## src/plcm_defines.svh

```systemverilog
// register map, field positions, reset values and header defaults
`ifndef PLCM_DEFINES_SVH
`define PLCM_DEFINES_SVH
`define PLCM_A_PRI   16'hfe01
`define PLCM_A_SEC   16'hfe02
`define PLCM_A_WIN   16'hfe03
`define PLCM_B_BYP   7
`define PLCM_B_TOL   4
`define PLCM_B_END   3
`define PLCM_B_FECD  2
`define PLCM_B_RX    1
`define PLCM_B_TX    0
`define PLCM_B_HEADER_DECISION_SELECT  7
`define PLCM_B_HSH   6
`define PLCM_B_ACC   5
`define PLCM_B_DONE  4
`define PLCM_B_HD    2
`define PLCM_B_CSE   1
`define PLCM_B_BCE   0
`define PLCM_PRI_RST 8'h10
`define PLCM_SEC_RST 8'h00
`define PLCM_WIN_RST 8'h00
`define PLCM_PRI_WM  8'h9f
`define PLCM_HDR0    16'h9b58
`define PLCM_HDR1    16'he958
`define PLCM_HDR2    16'h24e7
`define PLCM_HDR3    16'ha5d8
`define PLCM_LVL_MAX 3'h7
`define PLCM_HDR_END 5'hf
`define PLCM_SHD_END 5'h1b
`endif

```

## src/plcm_pkg.sv

```systemverilog
// state types of the flag and data port
package plcm_pkg;
  typedef enum logic [2:0] {
    RX_HUNT = 3'b000,
    RX_PRE  = 3'b001,
    RX_HDR  = 3'b010,
    RX_DATA = 3'b011,
    RX_FEC  = 3'b100,
    RX_END  = 3'b101
  } plcm_rx_e;
  typedef enum logic [1:0] {
    TX_IDLE  = 2'b00,
    TX_SHIFT = 2'b01,
    TX_END   = 2'b10
  } plcm_tx_e;
endpackage

```

## src/plcm_flags_port.sv

```systemverilog
// processor flag, status and data window of the power-line mac
// What this block does
// (RQ1) bypass stops mac, cpu drives modem
// (RQ2) strict preamble: any bit error drops
// (RQ3) tolerant preamble: drop above error limit
// (RQ4) end marker then two check bytes
// (RQ5) cpu sets marker only where needed
// (RQ6) fec fields delivered when enabled
// (RQ7) each received byte sets rx flag
// (RQ8) cpu clears rx flag after reading
// (RQ9) sent check byte also sets rx
// (RQ10) tx flag handshake, mac clears it
// (RQ11) soft score: distance to 0 or 7
// (RQ12) hard score: 7 on mismatch
// (RQ13) protected header affects reception only
// (RQ14) separate or summed header thresholds
// (RQ15) done flag set, cleared by abort
// (RQ16) header index with first byte only
// (RQ17) four header patterns reset defaults
// (RQ18) check sequence error flag
// (RQ19) block code error flag
// (RQ20) window carries bytes and header programming
// (RQ21) fec field in bits five..zero
// (RQ22) null mode fec bits inverted
// (RQ23) abort cycle resets logic, keeps config
// (RQ24) preamble of one to four nibbles
// (RQ25) reserved bits read zero
`include "plcm_defines.svh"
`timescale 1ns/10ps
`default_nettype none
module plcm_flags_port #(
  parameter int ADDR_W = 16
) (
  input  wire logic                MCLK,
  input  wire logic                ARST_N,
  input  wire logic [ADDR_W-1:0]   BUS_ADDR,
  input  wire logic [7:0]          BUS_WDATA,
  input  wire logic                BUS_WR,
  input  wire logic                BUS_RD,
  output var  logic [7:0]          BUS_RDATA,
  input  wire logic                CTRL_STOP,
  input  wire logic                CTRL_RX_MODE,
  input  wire logic [1:0]          CTRL_PRE_LEN,
  input  wire logic                CTRL_FCS_MODE,
  input  wire logic                CTRL_FEC_MODE,
  input  wire logic                CTRL_NULL_MODE,
  input  wire logic                CTRL_HEADER_PROGRAM_MODE,
  input  wire logic                CTRL_TXIE,
  input  wire logic [5:0]          PREAMBLE_ERROR_LIMIT,
  input  wire logic [7:0]          HEADER_ERROR_LIMIT,
  input  wire logic                MODEM_RX_STROBE,
  input  wire logic [2:0]          MODEM_RX_LEVEL,
  input  wire logic                MODEM_TX_TICK,
  input  wire logic [15:0]         TX_CHECK_WORD,
  input  wire logic                CHECK_SEQ_FAIL,
  input  wire logic                BLOCK_CODE_FAIL,
  output var  logic                MODEM_TX_BIT,
  output var  logic                MODEM_TX_ACTIVE,
  output var  logic                EXT_INTERRUPT_LINE
);
  if (ADDR_W != 16) begin : g_bad_addr
    $error("ADDR_W must be 16");
  end

  // (RQ11) soft or hard bit score
  function automatic logic [2:0] bit_err(input logic [2:0] lv, input logic ex,
                                         input logic hard);
    if (hard) begin
      // (RQ12) mismatch scores 7
      bit_err = (lv[2] != ex) ? `PLCM_LVL_MAX : 3'h0;
    end else begin
      bit_err = ex ? (`PLCM_LVL_MAX - lv) : lv;
    end
  endfunction

  plcm_pkg::plcm_rx_e rx_st_reg, rx_st_next;
  plcm_pkg::plcm_tx_e tx_st_reg, tx_st_next;
  logic [7:0]  pri_reg, pri_next, sec_reg, sec_next, win_reg, win_next;
  logic [7:0]  rdata_reg, rdata_next;
  logic [15:0] hdr_reg [4];
  logic [15:0] hdr_next [4];
  logic [7:0]  herr_reg [4];
  logic [7:0]  herr_next [4];
  logic [2:0]  hp_ptr_reg, hp_ptr_next;
  logic [4:0]  rx_cnt_reg, rx_cnt_next;
  logic [6:0]  perr_reg, perr_next;
  logic [7:0]  rxsh_reg, rxsh_next;
  logic [1:0]  hidx_reg, hidx_next, cs_cnt_reg, cs_cnt_next, cs_idx_reg, cs_idx_next;
  logic        first_reg, first_next, cs_act_reg, cs_act_next;
  logic [7:0]  txsh_reg, txsh_next;
  logic [3:0]  tx_cnt_reg, tx_cnt_next;
  logic        fec_nx_reg, fec_nx_next, txb_reg, txb_next, irq_reg, irq_next;
  logic        act_reg, act_next;

  logic        mac_on, rx_on, tx_on, hsh, acc_eff, bit_in, pri_wr, win_wr;
  logic [4:0]  pre_total;
  logic [6:0]  perr_inc;
  logic [5:0]  fec_word;

  // (RQ1) bypass or abort holds the mac off
  assign mac_on    = ~pri_reg[`PLCM_B_BYP] & ~CTRL_STOP;
  // (RQ13) protected header used in reception only
  assign rx_on     = mac_on & CTRL_RX_MODE & ~CTRL_HEADER_PROGRAM_MODE;
  assign tx_on     = mac_on & ~CTRL_RX_MODE & ~CTRL_HEADER_PROGRAM_MODE;
  assign hsh       = sec_reg[`PLCM_B_HSH];
  assign acc_eff   = sec_reg[`PLCM_B_ACC] & ~hsh;
  assign bit_in    = MODEM_RX_LEVEL[2];
  // (RQ24) four bits per preamble nibble
  assign pre_total = {1'b0, CTRL_PRE_LEN, 2'b00} + 5'h4;
  // expected preamble bit alternates 1,0 from the start
  assign perr_inc  = perr_reg + {6'h0, bit_in == rx_cnt_reg[0]};
  assign fec_word  = {rxsh_reg[4:0], bit_in};
  assign pri_wr    = BUS_WR && BUS_ADDR == `PLCM_A_PRI;
  assign win_wr    = BUS_WR && BUS_ADDR == `PLCM_A_WIN;

  always_comb begin
    logic [3:0] di;
    logic       isd, last, hit, rx_set, tx_clr;
    logic [1:0] idx;
    logic [8:0] score;
    logic [7:0] byte_in;
    di = 4'h0; isd = 1'b0; last = 1'b0; hit = 1'b0; rx_set = 1'b0; tx_clr = 1'b0;
    idx = 2'h0; score = 9'h0; byte_in = {rxsh_reg[6:0], bit_in};
    pri_next = pri_reg; sec_next = sec_reg; win_next = win_reg;
    hdr_next = hdr_reg; herr_next = herr_reg; hp_ptr_next = hp_ptr_reg;
    rx_st_next = rx_st_reg; rx_cnt_next = rx_cnt_reg; perr_next = perr_reg;
    rxsh_next = rxsh_reg; hidx_next = hidx_reg; first_next = first_reg;
    cs_act_next = cs_act_reg; cs_cnt_next = cs_cnt_reg; cs_idx_next = cs_idx_reg;
    tx_st_next = tx_st_reg; txsh_next = txsh_reg; tx_cnt_next = tx_cnt_reg;
    fec_nx_next = fec_nx_reg; txb_next = txb_reg;
    rdata_next = rdata_reg;

    // (RQ25) reserved bits never stored
    if (pri_wr) pri_next = BUS_WDATA & `PLCM_PRI_WM;
    if (BUS_WR && BUS_ADDR == `PLCM_A_SEC) sec_next[7:5] = BUS_WDATA[7:5];
    if (win_wr) begin
      win_next = BUS_WDATA;
      // (RQ20) window writes program header bytes
      if (CTRL_HEADER_PROGRAM_MODE && !pri_reg[`PLCM_B_BYP]) begin
        if (hp_ptr_reg[0]) hdr_next[hp_ptr_reg[2:1]][7:0] = BUS_WDATA;
        else hdr_next[hp_ptr_reg[2:1]][15:8] = BUS_WDATA;
        hp_ptr_next = hp_ptr_reg + 3'h1;
      end
    end

    unique case (rx_st_reg)
      plcm_pkg::RX_HUNT: if (MODEM_RX_STROBE && bit_in) begin
        rx_st_next = plcm_pkg::RX_PRE;
        rx_cnt_next = 5'h1;
        perr_next = 7'h0;
      end
      plcm_pkg::RX_PRE: if (MODEM_RX_STROBE) begin
        perr_next = perr_inc;
        rx_cnt_next = rx_cnt_reg + 5'h1;
        // (RQ2) strict: one bad bit drops
        if (!pri_reg[`PLCM_B_TOL] && perr_inc != 7'h0) rx_st_next = plcm_pkg::RX_HUNT;
        // (RQ3) tolerant: drop above limit
        else if (pri_reg[`PLCM_B_TOL] && !acc_eff && perr_inc > {1'b0, PREAMBLE_ERROR_LIMIT})
          rx_st_next = plcm_pkg::RX_HUNT;
        else if (rx_cnt_reg == pre_total - 5'h1) begin
          rx_st_next = plcm_pkg::RX_HDR;
          rx_cnt_next = 5'h0;
          for (int i = 0; i < 4; i++) herr_next[i] = 8'h0;
        end
      end
      plcm_pkg::RX_HDR: if (MODEM_RX_STROBE) begin
        if (!hsh) begin
          isd = 1'b1;
          di = rx_cnt_reg[3:0];
          last = rx_cnt_reg == `PLCM_HDR_END;
        end else begin
          // protected header: fec fields skipped, correction lives elsewhere
          isd = rx_cnt_reg < 5'h8 || (rx_cnt_reg >= 5'he && rx_cnt_reg < 5'h16);
          di = rx_cnt_reg < 5'h8 ? rx_cnt_reg[3:0] : 4'(rx_cnt_reg - 5'h6);
          last = rx_cnt_reg == `PLCM_SHD_END;
        end
        if (isd) begin
          for (int i = 0; i < 4; i++)
            herr_next[i] = herr_reg[i] + {5'h0, bit_err(MODEM_RX_LEVEL,
                                   hdr_reg[i][4'hf - di], sec_reg[`PLCM_B_HEADER_DECISION_SELECT] | hsh)};
        end
        rx_cnt_next = rx_cnt_reg + 5'h1;
        if (last) begin
          // (RQ14) summed or separate thresholds, lowest index wins
          for (int i = 3; i >= 0; i--) begin
            score = {1'b0, herr_next[i]} + (acc_eff ? {2'b00, perr_reg} : 9'h0);
            if (score <= {1'b0, HEADER_ERROR_LIMIT}) begin
              hit = 1'b1;
              idx = 2'(i);
            end
          end
          rx_st_next = hit ? plcm_pkg::RX_DATA : plcm_pkg::RX_HUNT;
          rx_cnt_next = 5'h0;
          hidx_next = idx;
          first_next = 1'b1;
          cs_act_next = 1'b0;
          cs_cnt_next = 2'h0;
        end
      end
      plcm_pkg::RX_DATA: if (MODEM_RX_STROBE) begin
        rxsh_next = byte_in;
        rx_cnt_next = rx_cnt_reg + 5'h1;
        if (rx_cnt_reg == 5'h7) begin
          // (RQ7) byte delivered, flag raised
          win_next = byte_in;
          rx_set = 1'b1;
          rx_cnt_next = 5'h0;
          // (RQ16) index shown with first byte
          if (first_reg) begin
            sec_next[`PLCM_B_HD +: 2] = hidx_reg;
            first_next = 1'b0;
          end
          // (RQ4) marker turns next two bytes into check sequence
          if (cs_act_reg) cs_cnt_next = cs_cnt_reg + 2'h1;
          else if (pri_reg[`PLCM_B_END] && CTRL_FCS_MODE) cs_act_next = 1'b1;
          if (CTRL_FEC_MODE || CTRL_NULL_MODE) rx_st_next = plcm_pkg::RX_FEC;
          else if (cs_act_reg && cs_cnt_reg == 2'h1) rx_st_next = plcm_pkg::RX_END;
        end
      end
      plcm_pkg::RX_FEC: if (MODEM_RX_STROBE) begin
        rxsh_next = byte_in;
        rx_cnt_next = rx_cnt_reg + 5'h1;
        if (rx_cnt_reg == 5'h5) begin
          rx_cnt_next = 5'h0;
          // (RQ22) null mode hands fec inverted
          if (CTRL_NULL_MODE) begin
            win_next = {2'b00, ~fec_word};
            rx_set = 1'b1;
          // (RQ6) fec delivered on request (RQ21) low six bits
          end else if (pri_reg[`PLCM_B_FECD]) begin
            win_next = {2'b00, fec_word};
            rx_set = 1'b1;
          end
          rx_st_next = (cs_act_reg && cs_cnt_reg == 2'h2) ? plcm_pkg::RX_END
                                                           : plcm_pkg::RX_DATA;
        end
      end
      plcm_pkg::RX_END: rx_st_next = plcm_pkg::RX_END;
      default: rx_st_next = plcm_pkg::RX_HUNT;
    endcase
    if (!rx_on) rx_st_next = plcm_pkg::RX_HUNT;

    unique case (tx_st_reg)
      plcm_pkg::TX_IDLE: if (tx_on) begin
        // (RQ10) byte taken, flag cleared for the next one
        if (pri_reg[`PLCM_B_TX]) begin
          txsh_next = fec_nx_reg ? {~win_reg[5:0], 2'b00} : win_reg;
          tx_cnt_next = fec_nx_reg ? 4'h6 : 4'h8;
          fec_nx_next = CTRL_NULL_MODE & ~fec_nx_reg;
          tx_clr = 1'b1;
          tx_st_next = plcm_pkg::TX_SHIFT;
        // (RQ9) check bytes shown to the cpu as sent
        end else if (pri_reg[`PLCM_B_END] && CTRL_FCS_MODE && cs_idx_reg != 2'h2) begin
          txsh_next = cs_idx_reg[0] ? TX_CHECK_WORD[7:0] : TX_CHECK_WORD[15:8];
          win_next = txsh_next;
          rx_set = 1'b1;
          cs_idx_next = cs_idx_reg + 2'h1;
          tx_cnt_next = 4'h8;
          tx_st_next = plcm_pkg::TX_SHIFT;
        end else if (pri_reg[`PLCM_B_END]) begin
          // (RQ15) transmission finished
          sec_next[`PLCM_B_DONE] = 1'b1;
          tx_st_next = plcm_pkg::TX_END;
        end
      end
      plcm_pkg::TX_SHIFT: if (MODEM_TX_TICK) begin
        txb_next = txsh_reg[7];
        txsh_next = {txsh_reg[6:0], 1'b0};
        tx_cnt_next = tx_cnt_reg - 4'h1;
        if (tx_cnt_reg == 4'h1) tx_st_next = plcm_pkg::TX_IDLE;
      end
      plcm_pkg::TX_END: tx_st_next = plcm_pkg::TX_END;
      default: tx_st_next = plcm_pkg::TX_IDLE;
    endcase
    if (!tx_on) tx_st_next = plcm_pkg::TX_IDLE;
    // active pin from its own flop, no decode glitch
    act_next = tx_st_next == plcm_pkg::TX_SHIFT;
    // (RQ1) bypass: cpu drives modem bit directly
    if (pri_reg[`PLCM_B_BYP]) txb_next = win_reg[0];

    // sw write of tx wins over the hw clear; hw rx set wins over sw clear
    if (tx_clr && !pri_wr) pri_next[`PLCM_B_TX] = 1'b0;
    pri_next[`PLCM_B_RX] = pri_next[`PLCM_B_RX] | rx_set;
    // (RQ18) check sequence error
    if (rx_on && CHECK_SEQ_FAIL) sec_next[`PLCM_B_CSE] = 1'b1;
    // (RQ19) block code error
    if (rx_on && BLOCK_CODE_FAIL) sec_next[`PLCM_B_BCE] = 1'b1;

    // (RQ23) abort resets mac state, config kept
    if (CTRL_STOP) begin
      pri_next[`PLCM_B_RX] = 1'b0;
      pri_next[`PLCM_B_TX] = 1'b0;
      pri_next[`PLCM_B_END] = 1'b0;
      sec_next[4:0] = 5'h0;
      hp_ptr_next = 3'h0;
      cs_idx_next = 2'h0;
      fec_nx_next = 1'b0;
    end

    if (BUS_RD) begin
      unique case (BUS_ADDR)
        `PLCM_A_PRI: rdata_next = pri_reg;
        `PLCM_A_SEC: rdata_next = sec_reg;
        `PLCM_A_WIN: rdata_next = pri_reg[`PLCM_B_BYP] ? {5'h0, MODEM_RX_LEVEL} : win_reg;
        default:     rdata_next = 8'h00;
      endcase
    end
    // tx-side alerts only reach the line when enabled
    irq_next = pri_next[`PLCM_B_RX] & (CTRL_RX_MODE | CTRL_TXIE);
  end

  always_ff @(posedge MCLK or negedge ARST_N) begin
    if (!ARST_N) begin
      pri_reg <= `PLCM_PRI_RST;
      sec_reg <= `PLCM_SEC_RST;
      win_reg <= `PLCM_WIN_RST;
      // (RQ17) header pattern defaults
      hdr_reg[0] <= `PLCM_HDR0;
      hdr_reg[1] <= `PLCM_HDR1;
      hdr_reg[2] <= `PLCM_HDR2;
      hdr_reg[3] <= `PLCM_HDR3;
      for (int i = 0; i < 4; i++) herr_reg[i] <= 8'h0;
      hp_ptr_reg <= 3'h0;
      rx_st_reg <= plcm_pkg::RX_HUNT;
      rx_cnt_reg <= 5'h0;
      perr_reg <= 7'h0;
      rxsh_reg <= 8'h0;
      hidx_reg <= 2'h0;
      first_reg <= 1'b0;
      cs_act_reg <= 1'b0;
      cs_cnt_reg <= 2'h0;
      cs_idx_reg <= 2'h0;
      tx_st_reg <= plcm_pkg::TX_IDLE;
      txsh_reg <= 8'h0;
      tx_cnt_reg <= 4'h0;
      fec_nx_reg <= 1'b0;
      txb_reg <= 1'b0;
      irq_reg <= 1'b0;
      act_reg <= 1'b0;
      rdata_reg <= 8'h00;
    end else begin
      pri_reg <= pri_next;
      sec_reg <= sec_next;
      win_reg <= win_next;
      hdr_reg <= hdr_next;
      herr_reg <= herr_next;
      hp_ptr_reg <= hp_ptr_next;
      rx_st_reg <= rx_st_next;
      rx_cnt_reg <= rx_cnt_next;
      perr_reg <= perr_next;
      rxsh_reg <= rxsh_next;
      hidx_reg <= hidx_next;
      first_reg <= first_next;
      cs_act_reg <= cs_act_next;
      cs_cnt_reg <= cs_cnt_next;
      cs_idx_reg <= cs_idx_next;
      tx_st_reg <= tx_st_next;
      txsh_reg <= txsh_next;
      tx_cnt_reg <= tx_cnt_next;
      fec_nx_reg <= fec_nx_next;
      txb_reg <= txb_next;
      irq_reg <= irq_next;
      act_reg <= act_next;
      rdata_reg <= rdata_next;
    end
  end

  assign BUS_RDATA          = rdata_reg;
  assign MODEM_TX_BIT       = txb_reg;
  assign MODEM_TX_ACTIVE    = act_reg;
  assign EXT_INTERRUPT_LINE = irq_reg;
endmodule
`default_nettype wire

```

## config.mk

```make
export PLATFORM = sky130hd
export DESIGN_NAME = plcm_flags_port
export DESIGN_NICKNAME = d
export VERILOG_FILES = /design/src/plcm_pkg.sv /design/src/plcm_flags_port.sv
export VERILOG_INCLUDE_DIRS = /design/src
export SDC_FILE = /design/constraint.sdc
export NUM_CORES = 1
export LEC_CHECK = 0
export BUFFER_PORTS_ARGS = -buffer_cell sky130_fd_sc_hd__buf_2
export CAP_MARGIN = 20
export CORE_ASPECT_RATIO = 1.1
export CORE_MARGIN = 1.5
export CORE_UTILIZATION = 35
export DETAILED_ROUTE_END_ITERATION = 16
export PLACE_DENSITY_LB_ADDON = 0.08
export SYNTH_ARGS = -nofsm -noshare
export SYNTH_HDL_FRONTEND = slang
export SYNTH_SLANG_ARGS = --single-unit
export TNS_END_PERCENT = 50
```

## constraint.sdc

```tcl
create_clock -name MCLK -period 14.14 [get_ports MCLK]
set_clock_uncertainty 0.2 [all_clocks]
set_input_delay 2.828 -clock MCLK [delete_from_list [all_inputs] [get_ports MCLK]]
set_output_delay 2.828 -clock MCLK [all_outputs]
set_load 0.005 [all_outputs]
```

==> impl_results.md, run 1 <==
* Outcome: finished, final reports clean
* Worst path top cell family by delay: compound AO/OA/AOI/OAI gates
* DRC viols at 0
* Starting density of the core at 35.6%
* Total CTS buffers at 17
* FFs w/ async S/R, synth at 100%
* Hold Fails Final Rpt at 0
* Total wire length at 33,600 µm
* Post-synthesis simple-gate area fraction at 14.1%
* Largest net degree at the start of global routing at 113
* First-pass GRT wire length at 53,900 µm
* Compound-Gate Fraction of Synth Area at 16.6%
* Synth top area cells: dfrtp_1 30%, ha_1 9.4%, dfstp_2 7.1%
* Total number of yosys warnings at 0
* Root Buffer: clkbuf_16
* Startpoint types: primary input
* CP max stage delay at 0.78 ns
* Total grt overflow at 0
* Final worst-path cycle share at 54.1%
* Arrival time worst endpoint at 7.78 ns
* Number of vias per cell at 5.38
* Adder-cell share of the synthesized area at 10.7%
* Comb pwr share at 15.1%
* Die area at 35,900 µm²
* Fillers at 3,384
* # rows at 71
* Final TNS setup at 0 ns
* Mean Syn Cell Area at 9.86 µm²
* Max reg flops at 64
* Worst-Margin Slew at 1.10 ns
* Clock power share at 41.4%
* Max_cap viols at 0
* Lkg Pwr at 0.00641 µW
* Tmin final at 7.65 ns
* Largest family of logic cells by synthesized area: compound AO/OA/AOI/OAI gates
* Pre-antenna DRT Iters at 6
* Ant. Diodes at 0
* Area Overhead vs Synth at 11.7%
* Post-route cell area at 13,600 µm²
* Post-Syn Area at 12,200 µm²
* Chip width at 181 µm
* Sequential area share after synthesis at 36.8%
* Detail Route Antenna Nets at 0
* Worst path bufs/invs at 1
* Slowest stage cell, crit path: a21oi_1
* Flop pwr share at 43.5%
* Final GP Congestion at 0.821
* P_sw at 346 µW
* Avg WL per Cell at 19.4 µm
* Share of cells above drive strength 1 at 20.8%
* CTS max path bufs at 2
* XOR/XNOR share of the synthesized area at 5.18%
* I/O Pins at 85
* Yosys reg bits at 177
* Crit. End Element: flop
* Count of unique library cells instantiated by Yosys at 77
* Die H at 199 µm
* 1st-iter DRT viols at 535
* CTS tree: done
* Core box area at 34,200 µm²
* CP required at 14.27 ns
* Vias in the first global route at 9,467
* Top cell type's share of synthesized area at 29.6%
* Vias at 9,336
* Final Setup Violations at 0
* Peak supply drop at 86.0 µV
* Port Buffer Count at 84
* Worst-path maximum fanout at 13
* Post_cts resized at 0
* Cell count after synthesis at 1,234
* Net Sw Frac at 28.7%
* Detailed Place HPWL at 24,100 µm
* Final nets at 1,456
* Synth Flop Type: dfrtp_1
* Cell internal pwr at 857 µW
* Max-slew violations at 0
* RSZ-0062 raised after global routing: false
* Max Freq at 131 MHz
* Initial antenna violation count at 0
* Clock sink count at 177
* Critical-path cell list: buf_2 -> nor2b_1 -> a21oi_1 -> xor2_1 -> fa_1 -> xor2_1 -> a21oi_1 -> ha_1 -> nor2b_1 -> o31a_1 -> or3_1 -> a22oi_1 -> ha_1 -> nand4_1 -> o22ai_1 -> o22ai_1 -> a41oi_1 -> or2_2
* Global Route Usage Sum at 19.6%
* Multiplexer share of the synthesized area at 12.4%
* Post-synth top area cell: dfrtp_1
* HP Class: flop to flop
* Mapped Nets at 1,407
* Clock Latency Late Sink at 0.45 ns
* H-tree depth at 4
* Pwr Density at 88.6 nW/µm²
* Post-CTS Repair Setup Buffers at 0
* DP Area at 13,000 µm²
* EDFF count, synth at 0
* Hold Buf Count CTS at 0
* Kind of critical path: primary input to flop
* Max_slew headroom at 25.6%
* Clk pin slew, worst setup/hold paths at 0.07 ns
## layout by cell type, fill, tap and decap left out, types with 16 or more instances in the layout
master,instances
nor2_1,67
nand2_1,115
clkbuf_16,17
xnor2_1,46
a21oi_1,68
ha_1,91
dfstp_2,33
mux4_2,16
buf_2,83
o22ai_1,17
dfrtp_1,144
mux2i_1,25
a22o_1,29
mux2_2,76
nand3_1,27
a21o_1,21
xor2_1,25
inv_1,71
o21ai_0,62
## synthesized netlist by cell type, types with 7 or more instances
cell type	count
fa_1	8
clkbuf_1	50
and2_1	10
a21o_1	21
o22ai_1	17
nor2b_1	12
nand2_1	115
dfstp_2	33
dfrtp_1	144
or3_1	9
ha_1	91
inv_1	71
o21ai_0	62
a22o_1	29
buf_1	8
nor2_1	67
nand3b_1	8
a21oi_1	68
o21a_1	13
mux2_2	76
and3_1	15
o211ai_1	15
a22oi_1	11
mux4_2	16
xnor2_1	47
nand4_1	10
o31a_1	9
nand3_1	27
nand2b_1	7
xor2_1	25
mux2i_1	25
o221ai_1	9
a31oi_1	7
## metrics by stage
stage / util, % / total power [µW] / hold slack, ns / std cells / setup WS (ns)
global route: 39.7 / 1270 / 0.315 / 1734 / 5.98
finish: 39.7 / 1200 / 0.285 / 1734 / 6.49
CTS: 39.7 / 1220 / 0.288 / 1734 / 6.42
global placement: 38.0 / 715 / 0.262 / 1702 / 6.06
detailed placement: 38.0 / 716 / 0.267 / 1702 / 5.97
floorplan: - / 654 / 0.245 / 1234 / 6.97
## metal layers
metal	track usage (%)	routed length [µm]
met1	26.1	16100
met2	33.9	16400
met3	2.93	869
met4	3.70	224
met5	0	0
## cell families (layout without fill, tap and decap cells)
kind of cell | count (synthesis) | in the layout
buf+inv | 133 | 195
mux | 121 | 121
fa+ha+maj | 99 | 99
xor+xnor | 72 | 72
simple gates | 329 | 329
flops | 177 | 177
compound gates | 303 | 303
## final cells by class
cell class              instances  area, µm²  share of cell area (%)
multi-input cells             924       7210                    53.1
well taps                     438        548                    4.03
clock buffers                  18        429                    3.16
inverters                      71        267                    1.96
clock inverters                14        170                    1.25
flip-flops and latches        177       4470                    32.9
repair buffers                 92        489                    3.60
## final timing paths
path | startpoint | end | slack, ns | cells after the start
worst max-delay path | MODEM_RX_LEVEL[2] | rx_st_reg[0]$_DFFE_PN0P_ | 6.49 | 18
worst min-delay path | txsh_reg[0]$_DFFE_PN0P_ | txsh_reg[0]$_DFFE_PN0P_ | 0.29 | 2
worst max register to register | rx_cnt_reg[3]$_DFFE_PN0P_ | rx_st_reg[0]$_DFFE_PN0P_ | 7.31 | 23
worst min register to register | txsh_reg[0]$_DFFE_PN0P_ | txsh_reg[0]$_DFFE_PN0P_ | 0.29 | 2
max in group asynchronous | ARST_N | herr_reg[18]$_DFFE_PN0P_ | 10.03 | 2
min in group asynchronous | ARST_N | tx_cnt_reg[1]$_DFFE_PN0P_ | 2.23 | 1
## tightest hold or removal path, cell delays in order, from the launching register on
cell and delay [ns]:
dfrtp_1 0.34, nand2_1 0.04, o21ai_0 0.06
## power groups by stage
stage / combinational (µW) / clock [µW] / sequential (µW)
global placement: 182 / 0 / 533
floorplan: 123 / 0 / 531
detailed placement: 183 / 0 / 533
CTS: 185 / 514 / 523
finish: 181 / 498 / 524
global route: 208 / 534 / 525
Note: power is estimated with default switching activity, not from simulation.
==> run 2, diff against run 1 <==
Settings changed: ABC_AREA set to 1.
Clock period 14.14 ns to 7 ns, I/O delays scaled along.
==> run 2 against run 1 <==
Design area is 5.1% higher. Critical path depth is 18 higher. Power is 88% higher. Final cell count is 31% higher. Synthesized cell count is 39% higher. Combinational power is 36% higher. Die area is 5.7% higher. Core utilization is 0.24 points lower. Clock power is 96% higher.
==> impl_results.md, run 2 <==
* Outcome: finished, final reports clean (unchanged)
* Hold Path Sink: hdr_reg[36]$_DFFE_PN1P_ (was txsh_reg[0]$_DFFE_PN0P_)
* Sequential area share after synthesis at 34.7% (was 36.8%)
* Vias in the first global route at 11,029 (was 9,467)
* Area Overhead vs Synth at 11.0% (was 11.7%)
* # rows at 73 (was 71)
* Post-synth top area cell: dfrtp_1 (unchanged)
* Flop pwr share at 46.0% (was 43.5%)
* FFs w/ async S/R, synth at 100% (unchanged)
* Vias at 11,043 (was 9,336)
* Max reg flops at 64 (unchanged)
* Starting density of the core at 35.6% (about the same)
* Register area at 4470 µm² (about the same)
* Core box area at 36,200 µm² (was 34,200 µm²)
* Startpoint types: flop (was primary input)
* Most frequent CP cell: nand2_1
* Hold Fails Final Rpt at 0 (unchanged)
* RSZ-0062 raised after global routing: false (unchanged)
* Share of cells above drive strength 1 at 13.6% (was 20.8%)
* Most frequent cell after synthesis: nand2_1 (was dfrtp_1)
* P_sw at 639 µW (was 346 µW)
* Net Sw Frac at 28.3% (was 28.7%)
* Clock power share at 43.2% (was 41.4%)
* Total grt overflow at 0 (unchanged)
* Tmin final at 5.89 ns
* Cell count after synthesis at 1,720 (was 1,234)
* Arrival time worst endpoint at 6.03 ns (was 7.78 ns)
* Top cell type's share of synthesized area at 28.0% (was 29.6%)
* Lkg Pwr at 0.00781 µW (was 0.00641 µW)
* Cell internal pwr at 1620 µW (was 857 µW)
* Initial antenna violation count at 1 (was 0)
* CTS tree: done (unchanged)
* Total number of yosys warnings at 0 (unchanged)
* Worst path bufs/invs at 5 (was 1)
* Yosys reg bits at 177 (unchanged)
* Mean Syn Cell Area at 7.48 µm² (was 9.86 µm²)
* Max Freq at 170 MHz
* Commonest non-fill, non-tap cell in the layout: nand2_1 (was dfrtp_1)
* Reg2Reg Launch Point: rx_cnt_reg[2]$_DFFE_PN0P_ (was rx_cnt_reg[3]$_DFFE_PN0P_)
* CTS max path bufs at 2 (unchanged)
* Compound-Gate Fraction of Synth Area at 13.1% (was 16.6%)
* Worst path top cell family by delay: simple AND/OR/NAND/NOR gates (was compound AO/OA/AOI/OAI gates)
* Number of vias per cell at 4.85 (was 5.38)
* Hold Buf Count CTS at 0 (unchanged)
* Die area at 37,900 µm² (was 35,900 µm²)
* Synth top area cells: dfrtp_1 28%, nand2_1 12%, ha_1 8.8% (was dfrtp_1 30%, ha_1 9.4%, dfstp_2 7.1%)
* Slowest stage cell, crit path: dfrtp_1 (was a21oi_1)
* EDFF count, synth at 0 (unchanged)
* Fillers at 3,829 (was 3,384)
* Post_cts resized at 0 (unchanged)
* Global Route Usage Sum at 20.2% (was 19.6%)
* CP required at 7.14 ns (was 14.27 ns)
* Total CTS buffers at 17 (unchanged)
* Adder-cell share of the synthesized area at 10.1% (was 10.7%)
* Multiplexer share of the synthesized area at 3.62% (was 12.4%)
* Total wire length at 36,300 µm (was 33,600 µm)
* DRC viols at 0 (unchanged)
* Most frequent cells in the layout: 422 x nand2_1, 257 x inv_1, 143 x dfrtp_1 (was 144 x dfrtp_1, 115 x nand2_1, 91 x ha_1)
* Mapped Nets at 1,893 (was 1,407)
* Hold path depth at 2 (unchanged)
* Largest net degree at the start of global routing at 91 (was 113)
* Final worst-path cycle share at 84.1%
* Count of unique library cells instantiated by Yosys at 54 (was 77)
* Max_slew headroom at 31.0% (was 25.6%)
* Clock Latency Late Sink at 0.45 ns (about the same)
* Final Setup Violations at 0 (unchanged)
* Largest family of logic cells by synthesized area: simple AND/OR/NAND/NOR gates (was compound AO/OA/AOI/OAI gates)
* Detail Route Antenna Nets at 0 (unchanged)
* Max_cap viols at 0 (unchanged)
* Chip width at 186 µm (was 181 µm)
* Synth Flop Type: dfrtp_1 (unchanged)
* Comb pwr share at 10.9% (was 15.1%)
* Kind of critical path: flop to flop (was primary input to flop)
* Post-synthesis simple-gate area fraction at 24.9% (was 14.1%)
* Pwr Density at 158 nW/µm² (was 88.6 nW/µm²)
* Crit. End Element: flop (unchanged)
* Post-route insts no fill at 2,279 (was 1,734)
* HP Class: flop to flop (unchanged)
* Worst reg2reg path depth at 36 (was 23)
* Post-synth top cells: 422 x nand2_1, 257 x inv_1, 144 x dfrtp_1, 127 x nand3_1, 122 x nor2_1 (was 144 x dfrtp_1, 115 x nand2_1, 91 x ha_1, 76 x mux2_2, 71 x inv_1)
* Area occupied by multi-input gates at 7080 µm² (was 7210 µm²)
* Final TNS setup at 0 ns (unchanged)
* Die H at 204 µm (was 199 µm)
* Final GP Congestion at 0.853 (was 0.821)
* R2R Setup Slk at 1.11 ns (was 7.31 ns)
* Hold_sp: hdr_reg[36]$_DFFE_PN1P_ (was txsh_reg[0]$_DFFE_PN0P_)
* Pre-antenna DRT Iters at 5 (was 6)
* Clock sink count at 177 (unchanged)
* Peak supply drop at 175 µV (was 86.0 µV)
* Finished Core Util at 39.5% (was 39.7%)
* Worst R2R End: rx_st_reg[0]$_DFFE_PN0P_ (unchanged)
* Worst-Margin Slew at 1.03 ns (was 1.10 ns)
* First-pass GRT wire length at 59,100 µm (was 53,900 µm)
* Min Hold Slack at 0.272 ns (was 0.285 ns)
* CP max stage delay at 0.46 ns (was 0.78 ns)
* I/O Pins at 85 (unchanged)
* Final nets at 1,951 (was 1,456)
* Root Buffer: clkbuf_16 (unchanged)
* Avg WL per Cell at 15.9 µm (was 19.4 µm)
* Max-slew violations at 0 (unchanged)
* Detailed Place HPWL at 27,600 µm (was 24,100 µm)
* 1st-iter DRT viols at 526 (was 535)
* Post-Syn Area at 12,900 µm² (was 12,200 µm²)
* Post-CTS Repair Setup Buffers at 0 (unchanged)
* H-tree depth at 4 (unchanged)
* XOR/XNOR share of the synthesized area at 3.27% (was 5.18%)
* Dpl cells at 2,246 (was 1,702)
* Port Buffer Count at 84 (unchanged)
* Worst-path maximum fanout at 9 (was 13)
* Clk pin slew, worst setup/hold paths at 0.07 ns (about the same)
run 2: cell type report:
cell class | count | share of cell area [%]
inverters | 276 | 7.27
clock inverters | 14 | 1.05
repair buffers | 90 | 3.41
multi-input cells | 1216 | 49.6
clock buffers | 18 | 3.07
flip-flops and latches | 177 | 31.3
diodes | 1 | 0.0175
well taps | 487 | 4.27
run 2: tightest hold or removal path: cells and delay by family (launching register included):
kind,cells,cell delay [ns]
flops,1,0.36
compound gates,1,0.06
buf+inv,1,0.05
run 2: worst max path at each step:
stage | end | startpoint | cells after the start
4_1_cts | rx_st_reg[0]$_DFFE_PN0P_ | rx_cnt_reg[2]$_DFFE_PN0P_ | 36
6_report | rx_st_reg[0]$_DFFE_PN0P_ | rx_cnt_reg[2]$_DFFE_PN0P_ | 36
3_3_place_gp | rx_st_reg[1]$_DFFE_PN0P_ | MODEM_RX_LEVEL[2] | 32
5_1_grt | rx_st_reg[1]$_DFFE_PN0P_ | rx_cnt_reg[3]$_DFFE_PN0P_ | 43
3_5_place_dp | rx_st_reg[0]$_DFFE_PN0P_ | MODEM_RX_LEVEL[2] | 32
2_1_floorplan | rx_st_reg[0]$_DFFE_PN0P_ | MODEM_RX_LEVEL[2] | 32
run 2: power groups by stage:
stage / registers [µW] / clock network [µW] / logic (µW)
3_5_place_dp: 1060 / 0 / 250
3_3_place_gp: 1060 / 0 / 248
4_1_cts: 1040 / 1010 / 252
2_1_floorplan: 1050 / 0 / 146
6_report: 1040 / 976 / 246
5_1_grt: 1040 / 1040 / 284
run 2: layer usage:
layer | global-route usage, % | up-vias | part of all wire, %
li1 | - | 5687 | -
met3 | 2.71 | 32 | 2.3
met5 | 0 | - | 0
met2 | 35.0 | 150 | 49
met4 | 5.67 | 0 | 1.8
met1 | 26.1 | 5174 | 47
run 2: through the flow:
step	instance area, µm²	power [µW]	worst slack (ns)
2_1_floorplan	12900	1200	1.65
3_3_place_gp	13700	1310	0.841
3_5_place_dp	13700	1310	0.808
4_1_cts	14300	2300	1.03
5_1_grt	14300	2370	0.395
6_report	14300	2260	1.11
run 2: cell families after synthesis:
kind of cell / Yosys count
and+or+nand+nor: 735
buffers and inverters: 327
AOI/OAI and AO/OA: 298
DFF: 177
adders and majority gates: 99
xor gates and xnor gates: 48
muxes: 36
==> run 3, diff against run 2 <==
Clock period 7 ns to 6 ns, I/O delays scaled along.
==> run 3 against run 2 <==
Sequential power grew 16%. Via count grew 1.0%. Die area is the same. Routed wire length shrank 0.88%. Register-to-register slack lost 0.60 ns. Clock power grew 19%. First-iteration DRC count grew 20%. Largest cell class unchanged.
==> impl_results.md, run 3 (synthesis results as in run 2) <==
* Startpoint types: flop (unchanged)
* DRC viols at 0 (unchanged)
* Max-slew violations at 0 (unchanged)
* Final nets at 1,960 (was 1,951)
* Tmin final at 5.49 ns (was 5.89 ns)
* Hold Fails Final Rpt at 0 (unchanged)
* First-pass GRT wire length at 59,100 µm (about the same)
* Worst-path maximum fanout at 10 (was 9)
* Clock power share at 43.6% (was 43.2%)
* Number of vias per cell at 4.87 (was 4.85)
* Worst-Margin Slew at 1.01 ns (was 1.03 ns)
* Port Buffer Count at 84 (unchanged)
* Vias at 11,154 (was 11,043)
* Final Setup Violations at 0 (unchanged)
* Hold Buf Count CTS at 0 (unchanged)
* Root Buffer: clkbuf_16 (unchanged)
* Crit. End Element: flop (unchanged)
* Most frequent cells in the layout: 419 x nand2_1, 257 x inv_1, 140 x dfrtp_1 (was 422 x nand2_1, 257 x inv_1, 143 x dfrtp_1)
* Chip width at 186 µm (unchanged)
* Vias in the first global route at 10,998 (was 11,029)
* P_sw at 765 µW (was 639 µW)
* Initial antenna violation count at 1 (unchanged)
* Outcome: finished, final reports clean (unchanged)
* Cell internal pwr at 1900 µW (was 1620 µW)
* Final worst-path cycle share at 91.5% (was 84.1%)
* Max Freq at 182 MHz (was 170 MHz)
* Register area at 4480 µm² (was 4470 µm²)
* Max_slew headroom at 32.4% (was 31.0%)
* Detail Route Antenna Nets at 0 (unchanged)
* Arrival time worst endpoint at 5.64 ns (was 6.03 ns)
* Detailed Place HPWL at 27,500 µm (was 27,600 µm)
* Pre-antenna DRT Iters at 7 (was 5)
* Area occupied by multi-input gates at 7160 µm² (was 7080 µm²)
* # rows at 73 (unchanged)
* Slowest stage cell, crit path: fa_1 (was dfrtp_1)
* Avg WL per Cell at 15.7 µm (was 15.9 µm)
* HP Class: flop to flop (unchanged)
* Lkg Pwr at 0.00789 µW (was 0.00781 µW)
* H-tree depth at 4 (unchanged)
* Global Route Usage Sum at 20.2% (about the same)
* Clock sink count at 177 (unchanged)
* Starting density of the core at 35.6% (unchanged)
* CP required at 6.14 ns (was 7.14 ns)
* Total CTS buffers at 17 (unchanged)
* Core box area at 36,200 µm² (unchanged)
* I/O Pins at 85 (unchanged)
* Largest net degree at the start of global routing at 81 (was 91)
* Flop pwr share at 45.4% (was 46.0%)
* CP max stage delay at 0.47 ns (was 0.46 ns)
* Peak supply drop at 179 µV (was 175 µV)
* Post-Place Worst Slack at 0.0850 ns (was 0.808 ns)
* Fillers at 3,871 (was 3,829)
* Pwr Density at 185 nW/µm² (was 158 nW/µm²)
* Total wire length at 36,000 µm (was 36,300 µm)
* Share of cells above drive strength 1 at 14.9% (was 13.6%)
* Final GP Congestion at 0.824 (was 0.853)
* 1st-iter DRT viols at 633 (was 526)
* Final TNS setup at 0 ns (unchanged)
* Clock Latency Late Sink at 0.46 ns (was 0.45 ns)
* Clk pin slew, worst setup/hold paths at 0.07 ns (about the same)
* Most frequent CP cell: nand2_1 (unchanged)
* Max reg flops at 64 (unchanged)
* Net Sw Frac at 28.7% (was 28.3%)
* Max_cap viols at 0 (unchanged)
* Die H at 204 µm (unchanged)
* Total grt overflow at 0 (unchanged)
* Commonest non-fill, non-tap cell in the layout: nand2_1 (unchanged)
* Area Overhead vs Synth at 12.3% (was 11.0%)
* PnR worst setup slack at 0.507 ns (was 1.11 ns)
* Die area at 37,900 µm² (unchanged)
* Comb pwr share at 11.0% (was 10.9%)
* CTS max path bufs at 2 (unchanged)
* Kind of critical path: flop to flop (unchanged)
* CTS tree: done (unchanged)
==> run 3: cell types whose count changed in the layout (fill, tap and decap cells not counted), moves of 3 or more <==
cell     before  now
dfrtp_1     143  140
inv_6         4    7
o21ai_2       1    4
nand2_2       6    9
o21ai_0     107  100
o21ai_1       3    7
nand2_1     422  419
dfrtp_2       1    4
buf_4         5   13
==> run 3: critical path, delay by kind of cell, from the launching register on <==
family	cells	cell delay, ns
AND/OR/NAND/NOR	26	2.19
adder cells (fa/ha/maj)	4	1.36
buffers and inverters	6	0.54
AO/OA/AOI/OAI	3	0.53
flip-flops	1	0.46
XOR/XNOR	1	0.09
==> run 3: final timing paths <==
path,start,to,slack [ns],cells after the start
worst min-delay path,tx_st_reg[0]$_DFF_PN0_,tx_st_reg[1]$_DFF_PN0_,0.27,1
worst max register to register,rx_cnt_reg[3]$_DFFE_PN0P_,rx_st_reg[1]$_DFFE_PN0P_,0.51,40
max in group asynchronous,ARST_N,rx_cnt_reg[0]$_DFFE_PN0P_,3.77,2
worst max-delay path,rx_cnt_reg[3]$_DFFE_PN0P_,rx_st_reg[1]$_DFFE_PN0P_,0.51,40
min in group asynchronous,ARST_N,hdr_reg[42]$_DFFE_PN0P_,0.60,1
worst min register to register,tx_st_reg[0]$_DFF_PN0_,tx_st_reg[1]$_DFF_PN0_,0.27,1
==> run 3: metrics by stage <==
| stage | hold WS, ns | cell area [µm²] | total power (µW) | utilization [%] | std cells |
|---|---|---|---|---|---|
| global route | 0.290 | 14400 | 2790 | 39.9 | 2288 |
| floorplan | 0.234 | 12900 | 1400 | - | 1720 |
| global placement | 0.259 | 13700 | 1520 | 37.9 | 2249 |
| CTS | 0.271 | 14300 | 2710 | 39.6 | 2281 |
| detailed placement | 0.263 | 13700 | 1530 | 37.9 | 2249 |
| finish | 0.273 | 14500 | 2670 | 40.0 | 2289 |
==> run 3: what timing repair did <==
| item | in CTS | in global routing |
|---|---|---|
| setup endpoints to repair | 0 | 4 |
| resized for setup | 0 | 26 |
| buffers inserted | 0 | 6 |
==> run 3: per-layer routing <==
layer / global-route usage (%) / vias to the layer above / wire [µm]
met5: 0 / - / 0
met4: 4.87 / 0 / 447
met3: 2.71 / 23 / 736
met2: 35.5 / 122 / 18100
met1: 25.9 / 5296 / 16800
li1: - / 5713 / -
==> run 3: cell type report <==
type	instances	area share, %
multi-input combinational	1216	49.5
clock inverter	14	1.09
inverter	276	7.20
sequential	177	31.0
clock buffer	18	3.04
tap	487	4.22
antenna	2	0.0346
timing repair buffer	99	3.92
==> run 3: power groups by stage <==
stage | Sequential, µW | Combinational (µW) | Clock [µW]
floorplan | 1230 | 171 | 0
global placement | 1230 | 292 | 0
detailed placement | 1230 | 294 | 0
CTS | 1210 | 295 | 1200
global route | 1210 | 337 | 1240
finish | 1210 | 293 | 1160
